File: config.mk
export PLATFORM = sky130hd
export DESIGN_NAME = fbrg_top
export DESIGN_NICKNAME = d
export VERILOG_FILES = /design/src/pkg/fbrg_pkg.sv /design/src/rtl/fbrg_chan.sv /design/src/rtl/fbrg_top.sv
export SDC_FILE = /design/constraint.sdc
export NUM_CORES = 1
export LEC_CHECK = 0
export BUFFER_PORTS_ARGS = -buffer_cell sky130_fd_sc_hd__buf_2
export CORE_MARGIN = 3
export CORE_UTILIZATION = 35
export DETAILED_ROUTE_END_ITERATION = 10
export GPL_TIMING_DRIVEN = 0
export PLACE_DENSITY = 0.55
export SYNTH_ARGS = -nofsm -noshare
export SYNTH_HDL_FRONTEND = slang
export SYNTH_SLANG_ARGS = --single-unit
File: constraint.sdc
create_clock -name core_clk -period 11.7 [get_ports core_clk]
set_input_delay 0.585 -clock core_clk [delete_from_list [all_inputs] [get_ports core_clk]]
set_output_delay 0.585 -clock core_clk [all_outputs]
set_load 0.05 [all_outputs]
File: src/pkg/fbrg_pkg.sv
`default_nettype none

package fbrg_pkg;

    // ----------------------------------------------------------------
    // Bus geometry
    // ----------------------------------------------------------------
    localparam int ADDR_W = 8;                 // Byte address width
    localparam int DATA_W = 32;                // Wishbone data width
    localparam int PAGE_MSB = 7;               // Page select field
    localparam int PAGE_LSB = 6;
    localparam int CH_MSB = 5;                 // Channel select field
    localparam int CH_LSB = 4;
    localparam int CH_W = 2;                   // Up to four channels
    localparam int OFF_MSB = 3;                // Register within channel
    localparam int BYTE_LANE = 0;              // All registers in lane 0

    // ----------------------------------------------------------------
    // Register map
    // ----------------------------------------------------------------
    localparam logic [1:0] PAGE_CHAN = 2'h0;   // Per-channel registers
    localparam logic [1:0] PAGE_GLOB = 2'h1;   // Shared registers
    localparam logic [3:0] REG_DIV_LOW = 4'h0;
    localparam logic [3:0] REG_DIV_HIGH = 4'h4;
    localparam logic [3:0] REG_DIV_FRAC = 4'h8;
    localparam logic [3:0] REG_MODEM_CTRL = 4'hC;
    localparam logic [7:0] ADR_EIGHT_X = 8'h40;     // 8X select per channel
    localparam logic [7:0] ADR_STATUS = 8'h44;      // Bit-period toggles
    localparam logic [7:0] ADR_SOFT_RESET = 8'h48;  // Soft reset strobe

    // ----------------------------------------------------------------
    // Reset values and fields
    // ----------------------------------------------------------------
    localparam logic [7:0] DIV_LOW_RST = 8'h01;
    localparam logic [7:0] DIV_HIGH_RST = 8'h00;
    localparam logic [3:0] DIV_FRAC_RST = 4'h0;
    localparam logic [7:0] MODEM_CTRL_RST = 8'h00;
    localparam int MCR_PRESCALE_BIT = 7;       // Divide-by-4 prescaler
    localparam int SOFT_RESET_BIT = 0;
    localparam int FRAC_W = 4;                 // Implemented fraction bits

    // ----------------------------------------------------------------
    // Divider timing
    // ----------------------------------------------------------------
    localparam int ACC_W = 21;                 // Sixteenths accumulator
    localparam logic [1:0] PRESCALE_LAST = 2'h3;     // Divide by 4
    localparam logic [20:0] FRAC_ONE = 21'h000010;   // One in sixteenths
    localparam logic [3:0] BIT_LAST_16X = 4'hF;      // 16 samples a bit
    localparam logic [3:0] BIT_LAST_8X = 4'h7;       // 8 samples a bit
    localparam logic [3:0] BIT_MID_16X = 4'h7;       // 8th sample
    localparam logic [3:0] BIT_MID_8X = 4'h3;        // 4th sample

    // ----------------------------------------------------------------
    // Carriers
    // ----------------------------------------------------------------
    // Programmed divisor of one channel
    typedef struct packed {
        logic [7:0] high;
        logic [7:0] low;
        logic [FRAC_W-1:0] frac;
    } fbrg_div_s;

    // Timing strobes of one channel
    typedef struct packed {
        logic sample;      // 16X or 8X sampling clock enable
        logic bit_end;     // Last sample of a bit, transmit shift
        logic mid_bit;     // Centre of a bit, receive sample
    } fbrg_tick_s;

endpackage

`default_nettype wire

File: src/rtl/fbrg_chan.sv
`timescale 1ns/100ps
`default_nettype none

module fbrg_chan (
    // Clock and reset
    input wire logic core_clk,
    input wire logic resetn,
    input wire logic ce,
    // Channel control
    input wire logic prescale_sel,
    input wire logic eight_x,
    input wire fbrg_pkg::fbrg_div_s div,
    // Timing strobes
    output var fbrg_pkg::fbrg_tick_s tick
);

    // ----------------------------------------------------------------
    // State
    // ----------------------------------------------------------------
    typedef struct packed {
        logic [1:0] pre;                       // Prescaler phase
        logic [fbrg_pkg::ACC_W-1:0] acc;       // Divider phase
        logic [3:0] bcnt;                      // Sample within bit
        fbrg_pkg::fbrg_tick_s tick;            // Registered strobes
    } fbrg_chan_s;

    fbrg_chan_s q;
    fbrg_chan_s n;

    // Next state
    always_comb begin
        logic pre_tick;
        logic [fbrg_pkg::ACC_W-1:0] eff;
        logic [fbrg_pkg::ACC_W-1:0] dsum;
        logic [3:0] last;
        logic [3:0] mid;
        pre_tick = 1'b0;
        n = q;
        n.tick = '0;
        eff = {1'b0, div.high, div.low, div.frac};
        // A zero divisor behaves as one
        if (eff < fbrg_pkg::FRAC_ONE) begin
            eff = fbrg_pkg::FRAC_ONE;
        end
        dsum = q.acc + fbrg_pkg::FRAC_ONE;
        last = eight_x ? fbrg_pkg::BIT_LAST_8X : fbrg_pkg::BIT_LAST_16X;
        mid = eight_x ? fbrg_pkg::BIT_MID_8X : fbrg_pkg::BIT_MID_16X;
        if (ce) begin
            if (prescale_sel) begin
                if (q.pre == fbrg_pkg::PRESCALE_LAST) begin
                    n.pre = '0;
                    pre_tick = 1'b1;
                end else begin
                    n.pre = q.pre + 2'h1;
                end
            end else begin
                n.pre = '0;
                pre_tick = 1'b1;
            end
            if (pre_tick) begin
                if (dsum >= eff) begin
                    // A lowered divisor drops the excess phase at once,
                    // so no burst of back-to-back samples follows
                    if (q.acc >= eff) begin
                        n.acc = '0;
                    end else begin
                        n.acc = dsum - eff;
                    end
                    n.tick.sample = 1'b1;
                    n.tick.mid_bit = (q.bcnt == mid);
                    if (q.bcnt >= last) begin
                        n.bcnt = '0;
                        n.tick.bit_end = 1'b1;
                    end else begin
                        n.bcnt = q.bcnt + 4'h1;
                    end
                end else begin
                    n.acc = dsum;
                end
            end
        end else begin
            n.tick = q.tick;
        end
    end

    // State register
    always_ff @(posedge core_clk or negedge resetn) begin
        if (!resetn) begin
            q <= '0;
        end else begin
            q <= n;
        end
    end

    assign tick = q.tick;

endmodule

`default_nettype wire

File: src/rtl/fbrg_top.sv
// The address map and register access over Wishbone are this design's own decisions.
`timescale 1ns/100ps
`default_nettype none

// Function
// - Each channel owns its generator and prescaler
// - Modem control bit 7 selects divide-by-4
// - Divide from one in sixteenth steps
// - Output is 16X or 8X sampling clock
// - Reset divisor low 0x01, others zero
// - Integer divisor is high byte, low byte
// - Fraction uses four low bits only
// - Rate is clock over divisor times 16/8
// - 8X odd fraction may jitter one sixteenth
// - Reference comes from oscillator core clock
// - Bit spans 16 or 8 samples

module fbrg_top #(
    parameter int NCH = 4                  // Channels, four at most
) (
    // Oscillator clock and reset
    input wire logic core_clk,
    input wire logic resetn,
    input wire logic ce,
    // Wishbone slave
    input wire logic wb_cyc_i,
    input wire logic wb_stb_i,
    input wire logic wb_we_i,
    input wire logic [fbrg_pkg::ADDR_W-1:0] wb_adr_i,
    input wire logic [3:0] wb_sel_i,
    input wire logic [fbrg_pkg::DATA_W-1:0] wb_dat_i,
    output logic [fbrg_pkg::DATA_W-1:0] wb_dat_o,
    output logic wb_ack_o,
    // Per-channel timing strobes
    output logic [NCH-1:0] sample_tick,
    output logic [NCH-1:0] bit_tick,
    output logic [NCH-1:0] mid_bit_tick
);

    // ----------------------------------------------------------------
    // Register state
    // ----------------------------------------------------------------
    typedef struct packed {
        logic ack;                             // Bus acknowledge
        logic [fbrg_pkg::DATA_W-1:0] rdat;     // Read data
        logic [NCH-1:0][7:0] div_low;          // divisor_low_byte
        logic [NCH-1:0][7:0] div_high;         // divisor_high_byte
        logic [NCH-1:0][3:0] div_frac;         // divisor_fraction
        logic [NCH-1:0][7:0] modem_ctrl;       // modem_control_reg
        logic [NCH-1:0] eight_x;               // eight_x_sampling_select
        logic [NCH-1:0] bit_tgl;               // Flips each bit period
    } fbrg_regs_s;

    fbrg_regs_s q;
    fbrg_regs_s n;

    // Channel strobes and divisors
    fbrg_pkg::fbrg_div_s [NCH-1:0] ch_div;
    fbrg_pkg::fbrg_tick_s [NCH-1:0] ch_tick;

    // ----------------------------------------------------------------
    // Address decode
    // ----------------------------------------------------------------
    logic req;                                 // New request this cycle
    logic wr;                                  // Write with lane 0 on
    logic [1:0] page;                          // Register page
    logic [fbrg_pkg::CH_W-1:0] ch_idx;         // Addressed channel
    logic [3:0] reg_off;                       // Register in channel

    // Request is taken once, the cycle before ack
    assign req = wb_cyc_i & wb_stb_i & ~q.ack;
    assign wr = req & wb_we_i & wb_sel_i[fbrg_pkg::BYTE_LANE];
    assign page = wb_adr_i[fbrg_pkg::PAGE_MSB:fbrg_pkg::PAGE_LSB];
    assign ch_idx = wb_adr_i[fbrg_pkg::CH_MSB:fbrg_pkg::CH_LSB];
    assign reg_off = wb_adr_i[fbrg_pkg::OFF_MSB:0];

    // ----------------------------------------------------------------
    // Register next state
    // ----------------------------------------------------------------
    // Decodes one access, tracks bit periods, applies soft reset
    always_comb begin
        logic [fbrg_pkg::DATA_W-1:0] rd;
        logic soft_rst;
        rd = '0;
        soft_rst = 1'b0;
        n = q;
        if (ce) begin
            // Ack lasts one enabled cycle and freezes with ce low
            n.ack = 1'b0;
            // Status shows each channel stepping its bit periods
            for (int i = 0; i < NCH; i++) begin
                if (ch_tick[i].bit_end) begin
                    n.bit_tgl[i] = ~q.bit_tgl[i];
                end
            end
            // Per-channel registers
            for (int i = 0; i < NCH; i++) begin
                if (page == fbrg_pkg::PAGE_CHAN &&
                    ch_idx == fbrg_pkg::CH_W'(i)) begin
                    case (reg_off)
                        fbrg_pkg::REG_DIV_LOW: begin
                            rd = {24'h000000, q.div_low[i]};
                            if (wr) begin
                                n.div_low[i] = wb_dat_i[7:0];
                            end
                        end
                        fbrg_pkg::REG_DIV_HIGH: begin
                            rd = {24'h000000, q.div_high[i]};
                            if (wr) begin
                                n.div_high[i] = wb_dat_i[7:0];
                            end
                        end
                        fbrg_pkg::REG_DIV_FRAC: begin
                            rd = {28'h0000000, q.div_frac[i]};
                            if (wr) begin
                                n.div_frac[i] = wb_dat_i[3:0];
                            end
                        end
                        fbrg_pkg::REG_MODEM_CTRL: begin
                            rd = {24'h000000, q.modem_ctrl[i]};
                            if (wr) begin
                                n.modem_ctrl[i] = wb_dat_i[7:0];
                            end
                        end
                        // Unmapped offset reads zero
                        default: begin
                            rd = '0;
                        end
                    endcase
                end
            end
            // Shared registers
            if (page == fbrg_pkg::PAGE_GLOB) begin
                case (wb_adr_i)
                    fbrg_pkg::ADR_EIGHT_X: begin
                        rd = fbrg_pkg::DATA_W'(q.eight_x);
                        if (wr) begin
                            n.eight_x = wb_dat_i[NCH-1:0];
                        end
                    end
                    fbrg_pkg::ADR_STATUS: begin
                        rd = fbrg_pkg::DATA_W'(q.bit_tgl);
                    end
                    fbrg_pkg::ADR_SOFT_RESET: begin
                        // Write-only strobe, reads zero
                        soft_rst = wr & wb_dat_i[fbrg_pkg::SOFT_RESET_BIT];
                    end
                    // Unmapped address reads zero
                    default: begin
                        rd = '0;
                    end
                endcase
            end
            if (soft_rst) begin
                for (int i = 0; i < NCH; i++) begin
                    n.div_low[i] = fbrg_pkg::DIV_LOW_RST;
                    n.div_high[i] = fbrg_pkg::DIV_HIGH_RST;
                    n.div_frac[i] = fbrg_pkg::DIV_FRAC_RST;
                    n.modem_ctrl[i] = fbrg_pkg::MODEM_CTRL_RST;
                end
                n.eight_x = '0;
            end
            // Every access is answered one enabled cycle later
            if (req) begin
                n.ack = 1'b1;
                n.rdat = rd;
            end
        end
    end

    // ----------------------------------------------------------------
    // Register storage
    // ----------------------------------------------------------------
    // hardware reset gives divisor one
    always_ff @(posedge core_clk or negedge resetn) begin
        if (!resetn) begin
            q.ack <= 1'b0;
            q.rdat <= '0;
            q.div_low <= {NCH{fbrg_pkg::DIV_LOW_RST}};
            q.div_high <= {NCH{fbrg_pkg::DIV_HIGH_RST}};
            q.div_frac <= {NCH{fbrg_pkg::DIV_FRAC_RST}};
            q.modem_ctrl <= {NCH{fbrg_pkg::MODEM_CTRL_RST}};
            q.eight_x <= '0;
            q.bit_tgl <= '0;
        end else begin
            q <= n;
        end
    end

    // Bus outputs come straight from flip-flops
    assign wb_ack_o = q.ack;
    assign wb_dat_o = q.rdat;

    // ----------------------------------------------------------------
    // Sampling clock generators
    // ----------------------------------------------------------------
    // one generator per channel
    for (genvar g = 0; g < NCH; g++) begin : gen_chan
        // divisor carried as high, low, fraction
        assign ch_div[g] = '{
            high: q.div_high[g],
            low: q.div_low[g],
            frac: q.div_frac[g]
        };

        fbrg_chan u_chan (
            .core_clk(core_clk),
            .resetn(resetn),
            .ce(ce),
            .prescale_sel(q.modem_ctrl[g][fbrg_pkg::MCR_PRESCALE_BIT]),
            .eight_x(q.eight_x[g]),
            .div(ch_div[g]),
            .tick(ch_tick[g])
        );

        assign sample_tick[g] = ch_tick[g].sample;
        assign bit_tick[g] = ch_tick[g].bit_end;
        assign mid_bit_tick[g] = ch_tick[g].mid_bit;
    end

endmodule

`default_nettype wire

==> impl_metrics.csv, run 1 <==
group,metric,value,unit
status,status,"complete, no violations",
setup_path,r2r_end,"gen_chan[1].u_chan.q[17]",
floorplanning,die_x,237,µm
setup_path,cp-endpoint,"gen_chan[1].u_chan.q[17]",
placement,dp_cells,2956,
run,drv_cap,0,
synthesis,ys_seq_area_frac,0.333,
global_route,grt_pass1_vias,16200,
hold_path,hold_class,"in2reg",
floorplanning,fp.dieH,237,µm
synthesis,ys_ff_latch,249,
setup_path,worst_path_largest_cell_delay,0.74,ns
setup_path,rrSetupSlack,6.60,ns
placement,pre_cts_ws,6.63,ns
timing,finalHoldViolations,0,
floorplanning,pin_count,95,
final_layout,areaGrowthSynthToFinish,12.1,%
final_layout,nNetsFinal,2508,
power_and_ir_drop,leakage,9.71,nW
synthesis,async_flop_share,1.00,
synthesis,syn_area,18700,µm²
synthesis,yosysTopAreaCell,"dfrtp_1",
timing,finalClockSkew,0.0170,ns
clock_network,clkSlewWorstSetupHoldPaths,0.06,ns
routing,vias,17000,
timing,final-setup-viol-count,0,
timing,tightest_slew,1.39,ns
final_layout,final_cells,3013,
synthesis,synth_top_cell_area_share,0.328,
clock_network,cts_setup_buffers,0,
synthesis,synth_common_cells,"nand2_1 (284), dfrtp_1 (245), o21ai_0 (203)",
timing,slew_headroom,0.0615,
setup_path,worstPathRequired,12.16,ns
synthesis,synth.area.top_cells,"dfrtp_1 (33%), ha_1 (10%), nand2_1 (5.7%), o21ai_0 (5.4%), xnor2_1 (4.3%)",
placement,io_buffers,42,
final_layout,drive_gt1_frac,0.104,
setup_path,path_class,"reg2reg",
synthesis,yosysWarnings,0,
global_route,grt_max_degree,113,
routing,dr.pass1.iters,6,
synthesis,syn_avg_cell_area,8.50,µm²
global_route,antenna_found_initial,1,
synthesis,synthAdderAreaFrac,0.109,
synthesis,synthMuxAreaShare,0.0262,
synthesis,synth-xor-area-share,0.0609,
setup_path,start_kind,"flip-flop",
power_and_ir_drop,power_density,129,nW/µm²
setup_path,crit_chain,"clkbuf_1 -> nand3_1 -> nor2_1 -> inv_1 -> nor3_1 -> xor2_1 -> ha_1 -> clkbuf_1 -> nand3_1 -> or2_2 -> nor2_1 -> nand4_1 -> and3_1 -> o21ai_0 -> a21oi_1 -> nor3_1 -> a22oi_1 -> o41ai_1",
synthesis,synth_compound_area_frac,0.227,
synthesis,synth_top_family_by_area,"compound AO/OA/AOI/OAI gates",
setup_path,slowest_stage,"nor3_1",
synthesis,synth.most_common_cell,"nand2_1",
synthesis,yosysUniqueCellTypes,85,
clock_network,numClockSinks,249,
setup_path,critPathArrivalTime,5.57,ns
clock_network,worstSkewPairLatency,0.58,ns
timing,layout_worst_path_cycle_share,0.436,
synthesis,synth_simple_gate_area_frac,0.178,
synthesis,synth_edf_count,0,
setup_path,startpoint,"gen_chan[1].u_chan.q[11]",
synthesis,synthCells,2200,
synthesis,synth-main-ff-cell,"dfrtp_1",
clock_network,numCtsBuffers,31,
clock_network,htree_levels,1,
placement,gp_congestion,0.975,
placement,dp_hpwl,44.8,mm
clock_network,holdBufCountCts,1,
floorplanning,start_util,0.355,
timing,rsz0062_at_grt,"false",
routing,wl_per_cell,19.8,µm
routing,drc_errors,0,
global_route,grt.total_usage,0.207,
setup_path,worst-path-max-fanout,8,
global_route,grt_overflow,0,
setup_path,crit_path_end_kind,"flip-flop",
setup_path,r2r-start,"gen_chan[1].u_chan.q[11]",
clock_network,clockBufferDepth,3,
power_and_ir_drop,irDropWorstVdd,0.127,mV
routing,ant_nets,0,
clock_network,root_buffer,"clkbuf_16",
floorplanning,row_count,84,
final_layout,fin_area,21000,µm²
routing,routed_wl,59.8,mm
floorplanning,fp.coreArea,52800,µm²
timing,clock.fmax,0.196,GHz
routing,drt_iter0_drc,1488,
timing,finalSetupTns,0,ns
routing,via_per_inst,5.64,
clock_network,cts_resized,0,
timing,fin_ws,6.60,ns
timing,fin_crit,5.10,ns
placement,post_dp_cell_area,19900,µm²
timing,hold_ws,0.367,ns
clock_network,cts_tree,"done",
global_route,grt_pass1_wl,93.6,mm
final_layout,n_antenna_cell,0,
floorplanning,die_area,56300,µm²
timing,slew_violations,0,
setup_path,worst-r2r-cell-count,18,
-- report_power, final --
group	internal [W]	switching, W	total [W]
Clock	0.000573	0.000392	0.000965
Combinational	0.000292	0.000439	0.000731
Sequential	0.000917	0.0000961	0.00101
Total	0.00178	0.000927	0.00271
-- cell families after synthesis --
kind of cell               after synthesis
xor gates and xnor gates               130
buffers and inverters                  265
adders and majority gates              161
and+or+nand+nor                        703
AOI/OAI and AO/OA                      647
DFF                                    249
muxes                                   44
other                                    1
-- area by class of cell --
type / count / area, µm²
Timing Repair Buffer: 46 / 293
Clock buffer: 47 / 906
Tap cell: 688 / 861
Sequential cell: 249 / 6240
Clock inverter: 9 / 105
Multi-Input combinational cell: 1709 / 11300
Buffer: 133 / 726
Fill cell: 5403 / 31800
Inverter: 132 / 495
-- worst min path at each step --
stage	from	end	slack, ns	depth (start not counted)
finish	wb_dat_i[5]	q[21]	0.37	3
global route	wb_dat_i[4]	q[12]	0.35	3
CTS	wb_dat_i[5]	q[21]	0.32	3
detailed placement	q[0]	q[0]	0.47	1
global placement	q[17]	q[17]	0.47	2
floorplan	resetn	ch_div[0]	0.29	0
-- cell usage in the layout (no fill, tap or decap), types with 39 or more instances in the layout --
cell / count
mux2_2: 40
xor2_1: 39
xnor2_1: 91
a21o_1: 55
ha_1: 152
nor2_1: 120
o21ai_0: 203
buf_4: 48
buf_2: 51
inv_1: 132
dfrtp_1: 245
a21oi_1: 123
clkbuf_1: 80
nand2_1: 284
nand3_1: 78
-- layer usage --
metal / share of wire / GRT usage
met2: 0.46 / 0.337
met5: 0 / 0
met1: 0.47 / 0.293
met4: 0.022 / 0.0507
met3: 0.053 / 0.0265
-- worst max-delay path: cells and delay by family (launching register included) --
family          cells  cell delay [ns]
flops               1             0.35
buf+inv             3             0.66
xor+xnor            1             0.14
compound gates      4             0.62
fa+ha+maj           1             0.30
simple gates        9             2.90
-- state kept, by name, summed over array words and instances (netlist names) --
name	flops
wb_dat_o	8
gen_chan.u_chan.tick	12
wb_ack_o	1
gen_chan.u_chan.q	108
ch_div	80
q	40
-- metrics by stage --
stage / utilization / total power, W
floorplan: - / 0.00155
global route: 0.397 / 0.00286
finish: 0.397 / 0.00271
detailed placement: 0.378 / 0.00175
CTS: 0.397 / 0.00273
global placement: 0.377 / 0.00173
(Power assumes the default switching activity.)
==> inputs of run 2 (changes only) <==
==> constraint.sdc (replaced) <==
create_clock -name core_clk -period 4.9 [get_ports core_clk]
set_input_delay 0.245 -clock core_clk [delete_from_list [all_inputs] [get_ports core_clk]]
set_output_delay 0.245 -clock core_clk [all_outputs]
set_load 0.05 [all_outputs]
==> impl_metrics.csv, run 2 (synthesized netlist as in run 1, its figures left out) <==
group,metric,value,unit
clock_network,root_buffer,"clkbuf_16",
timing,rsz0062_at_grt,"false",
clock_network,worstSkewPairLatency,0.59,ns
final_layout,nNetsFinal,2509,
floorplanning,die_x,237,µm
global_route,grt_max_degree,113,
routing,dr.pass1.iters,8,
timing,layout_worst_path_cycle_share,0.940,
routing,wl_per_cell,19.8,µm
power_and_ir_drop,combinationalPowerShare,0.270,
final_layout,regMostFlops,"gen_chan.u_chan.q",
setup_path,start_kind,"flip-flop",
global_route,grt_pass1_wl,93.6,mm
power_and_ir_drop,seq_power_share,0.373,
placement,io_buffers,42,
timing,fin_ws,0.292,ns
routing,ant_nets,0,
clock_network,numCtsBuffers,31,
power_and_ir_drop,p_int,0.00426,W
clock_network,clockBufferDepth,3,
final_layout,fill_cells,5401,
timing,fin_crit,4.61,ns
power_and_ir_drop,p_sw_frac,0.343,
timing,final-setup-viol-count,0,
power_and_ir_drop,switching_power,0.00222,W
final_layout,largest_register_ffs,108,
run,drv_cap,0,
hold_path,hold_class,"in2reg",
power_and_ir_drop,power_density,308,nW/µm²
timing,slew_headroom,0.0953,
placement,pre_cts_ws,-0.166,ns
global_route,antenna_found_initial,1,
final_layout,n_antenna_cell,0,
floorplanning,fp.dieH,237,µm
routing,routed_wl,59.8,mm
clock_network,cts_setup_buffers,0,
clock_network,clkSlewWorstSetupHoldPaths,0.06,ns
final_layout,areaGrowthSynthToFinish,12.4,%
clock_network,numClockSinks,249,
power_and_ir_drop,irDropWorstVdd,0.305,mV
floorplanning,pin_count,95,
power_and_ir_drop,leakage,9.74,nW
floorplanning,row_count,84,
final_layout,final_cell_mix,"nand2_1 (284), dfrtp_1 (245), o21ai_0 (203)",
routing,vias,16900,
timing,finalClockSkew,0.0164,ns
global_route,grt_pass1_vias,16200,
setup_path,worstPathRequired,5.37,ns
floorplanning,die_area,56300,µm²
status,status,"complete, no violations",
final_layout,regArea,6240,µm²
routing,via_per_inst,5.61,
placement,dp_hpwl,44.8,mm
clock_network,cts_tree,"done",
power_and_ir_drop,pwr-share-clk,0.357,
placement,gp_congestion,0.975,
global_route,grt_overflow,0,
final_layout,layout_commonest_cell,"nand2_1",
final_layout,drive_gt1_frac,0.108,
routing,drt_iter0_drc,1367,
floorplanning,fp.coreArea,52800,µm²
routing,drc_errors,0,
global_route,grt.total_usage,0.207,
setup_path,critPathArrivalTime,5.08,ns
timing,finalHoldViolations,0,
setup_path,path_class,"reg2reg",
final_layout,post-route-util,0.398,
timing,clock.fmax,0.217,GHz
clock_network,htree_levels,1,
timing,tightest_slew,1.34,ns
setup_path,crit_path_end_kind,"flip-flop",
final_layout,multi_input_area,11400,µm²
floorplanning,start_util,0.355,
setup_path,worst-path-max-fanout,10,
timing,slew_violations,0,
-- run 2: final timing paths --
kind / from / depth (start not counted) / slack [ns] / to
worst max-delay path: gen_chan[3].u_chan.q[11] / 19 / 0.29 / gen_chan[3].u_chan.q[16]
worst min-delay path: wb_dat_i[4] / 3 / 0.03 / q[20]
worst max register to register: gen_chan[3].u_chan.q[11] / 19 / 0.29 / gen_chan[3].u_chan.q[16]
worst min register to register: q[19] / 2 / 0.48 / q[19]
max in group asynchronous: resetn / 4 / 3.35 / ch_div[64]
min in group asynchronous: resetn / 2 / 0.18 / gen_chan[1].u_chan.tick[2]
-- run 2: cell type report --
cell class	instances	area share
Buffer	133	0.0346
Clock inverter	9	0.00500
Tap cell	688	0.0409
Sequential cell	249	0.297
Multi-Input combinational cell	1709	0.542
Timing Repair Buffer	47	0.0144
Clock buffer	47	0.0431
Inverter	132	0.0236
-- run 2: layer usage --
metal	up-vias	track usage	wire length, µm
li1	8086	-	-
met3	84	0.0265	3320
met5	-	0	0
met4	0	0.0507	1250
met1	8259	0.293	27700
met2	474	0.337	27500
-- run 2: power groups by stage --
stage	Clock (W)	Combinational (W)	Sequential, W
finish	0.00231	0.00175	0.00242
detailed placement	0	0.00172	0.00245
global placement	0	0.00168	0.00245
global route	0.00245	0.00195	0.00244
CTS	0.00236	0.00173	0.00242
floorplan	0	0.00132	0.00238
-- run 2: per-stage QoR --
stage / power [W] / hold slack (ns) / instances / instance area [µm²] / setup TNS (ns)
3_3_place_gp: 0.00414 / 0.466 / 2953 / 19900 / -282.72
6_report: 0.00648 / 0.0340 / 3014 / 21000 / 0
5_1_grt: 0.00684 / 0.00961 / 3014 / 21000 / 0
3_5_place_dp: 0.00417 / 0.199 / 2956 / 19900 / -0.524
4_1_cts: 0.00651 / 0.00443 / 3014 / 21000 / -0.0426
2_1_floorplan: 0.00370 / -0.0506 / 2223 / 18800 / 0
-- run 2: timing repair --
action | 4_1_cts | 5_1_grt
hold endpoints to repair | 55 | 0
hold buffers | 2 | 0
setup endpoints to repair | 6 | 52
gates resized for setup | 1 | 13
-- run 2: worst max-delay path, stage by stage, from the launching register on --
cell	delay [ns]
dfrtp_1	0.35
clkbuf_1	0.32
nand3_1	0.22
nor2_1	0.15
and3_1	0.27
nand2_1	0.11
nor2_2	0.32
and3_1	0.22
xor2_1	0.22
ha_1	0.26
inv_1	0.07
nor3_1	0.31
nand4_1	0.21
nor2_2	0.28
a311o_1	0.28
a211oi_4	0.10
nor2_1	0.20
buf_2	0.30
nand4b_1	0.18
o311ai_1	0.14
==> inputs of run 3 (changes only) <==
==> constraint.sdc (replaced) <==
create_clock -name core_clk -period 5.1 [get_ports core_clk]
set_input_delay 1.53 -clock core_clk [delete_from_list [all_inputs] [get_ports core_clk]]
set_output_delay 1.53 -clock core_clk [all_outputs]
set_load 0.05 [all_outputs]
==> impl_metrics.csv, run 3 (synthesized netlist as in run 1, its figures left out) <==
group,metric,value,unit
status,status,"complete, no violations",
floorplanning,start_util,0.355,
power_and_ir_drop,irDropWorstVdd,0.292,mV
timing,finalHoldViolations,0,
clock_network,holdBufCountCts,0,
global_route,grt_max_degree,113,
final_layout,layout_commonest_cell,"nand2_1",
floorplanning,fp.coreArea,52800,µm²
timing,slew_violations,0,
clock_network,worstSkewPairLatency,0.58,ns
floorplanning,die_area,56300,µm²
setup_path,startpoint,"gen_chan[1].u_chan.q[12]",
timing,fin_crit,4.67,ns
clock_network,clkSlewWorstSetupHoldPaths,0.06,ns
setup_path,rrSetupSlack,0.43,ns
power_and_ir_drop,leakage,9.72,nW
global_route,antenna_found_initial,1,
global_route,grt_pass1_vias,16200,
final_layout,n_antenna_cell,0,
final_layout,post-route-util,0.398,
placement,dp_hpwl,44.8,mm
routing,drt_iter0_drc,1405,
clock_network,numCtsBuffers,31,
hold_path,hold_class,"reg2reg",
setup_path,worst-r2r-cell-count,15,
final_layout,largest_register_ffs,108,
setup_path,cp-endpoint,"gen_chan[1].u_chan.q[7]",
floorplanning,die_x,237,µm
clock_network,clockBufferDepth,3,
hold_path,min_from,"q[0]",
routing,wl_per_cell,19.9,µm
clock_network,htree_levels,1,
timing,hold_ws,0.483,ns
final_layout,fin_area,21000,µm²
setup_path,r2r-start,"gen_chan[1].u_chan.q[12]",
routing,dr.pass1.iters,8,
placement,post_dp_cell_area,19900,µm²
power_and_ir_drop,power_density,297,nW/µm²
routing,routed_wl,59.9,mm
global_route,grt_overflow,0,
global_route,grt_pass1_wl,93.6,mm
run,drv_cap,0,
routing,drc_errors,0,
setup_path,worst-path-max-fanout,10,
routing,ant_nets,0,
timing,finalClockSkew,0.0157,ns
setup_path,start_kind,"flip-flop",
setup_path,worstPathRequired,5.58,ns
timing,final-setup-viol-count,0,
placement,gp_congestion,0.975,
final_layout,fill_cells,5402,
setup_path,r2r_end,"gen_chan[1].u_chan.q[7]",
floorplanning,row_count,84,
routing,via_per_inst,5.60,
placement,io_buffers,42,
clock_network,cts_tree,"done",
clock_network,cts_setup_buffers,0,
timing,slew_headroom,0.0358,
setup_path,critPathArrivalTime,5.15,ns
floorplanning,pin_count,95,
final_layout,regMostFlops,"gen_chan.u_chan.q",
final_layout,areaGrowthSynthToFinish,12.2,%
global_route,grt.total_usage,0.207,
routing,vias,16900,
setup_path,path_class,"reg2reg",
timing,layout_worst_path_cycle_share,0.916,
clock_network,root_buffer,"clkbuf_16",
timing,rsz0062_at_grt,"false",
floorplanning,fp.dieH,237,µm
setup_path,crit_path_end_kind,"flip-flop",
clock_network,numClockSinks,249,
final_layout,final_cell_mix,"nand2_1 (284), dfrtp_1 (245), o21ai_0 (203)",
timing,tightest_slew,1.43,ns
final_layout,drive_gt1_frac,0.106,
timing,clock.fmax,0.214,GHz
final_layout,nNetsFinal,2507,
==> run 3: area by class of cell <==
class	instances	area [µm²]	area share
multi-input combinational	1709	11400	0.542
sequential	249	6240	0.297
clock buffer	47	906	0.0432
tap	688	861	0.0410
buffer	133	726	0.0346
inverter	132	495	0.0236
timing repair buffer	45	283	0.0135
clock inverter	9	105	0.00501
==> run 3: metrics by stage <==
step	power (W)	setup TNS [ns]	cells	worst slack (ns)
5_1_grt	0.00657	0	3012	0.0294
3_5_place_dp	0.00401	0	2956	0.0342
6_report	0.00623	0	3012	0.427
4_1_cts	0.00625	0	3012	0.00840
2_1_floorplan	0.00356	0	2223	1.19
3_3_place_gp	0.00397	-550.72	2953	-2.28
==> run 3: critical path, stage by stage (launching register included) <==
cell and delay, ns:
dfrtp_1 0.40, ha_1 0.27, nand3_1 0.19, nor4_1 1.00, xor2_1 0.16, ha_1 0.40, nand2_1 0.06, or2_2 0.32
nor2_2 0.21, nand4_1 0.12, and3_1 0.20, o21ai_0 0.14, a21o_1 0.27, nand2_1 0.24, clkbuf_1 0.30, o31ai_1 0.29
==> run 3: power by group <==
part           switching (W)  internal, W
Clock               0.000903      0.00132
Sequential          0.000221      0.00210
Combinational        0.00101     0.000670
Total                0.00214      0.00409
==> run 3: timing repair <==
item                                    in CTS  in global routing
resized for setup                            0                  7
endpoints found under the setup margin       0                 30
endpoints found under the hold margin        0                  0
==> run 3: worst min-delay path by stage <==
stage                                           to  slack (ns)  cells after the start
after CTS                                     q[0]        0.48                      1
after global routing                         q[19]        0.50                      2
final                                         q[0]        0.48                      1
after floorplan           gen_chan[0].u_chan.q[10]        0.45                      2
after global placement                       q[17]        0.47                      2
after detailed placement                      q[0]        0.47                      1
==> run 3: per-layer routing <==
metal,GRT usage,vias up,wire length [µm]
li1,-,8083,-
met1,0.293,8274,28200
met2,0.337,432,27500
met3,0.0263,85,2990
met4,0.0507,0,1250
met5,0,-,0
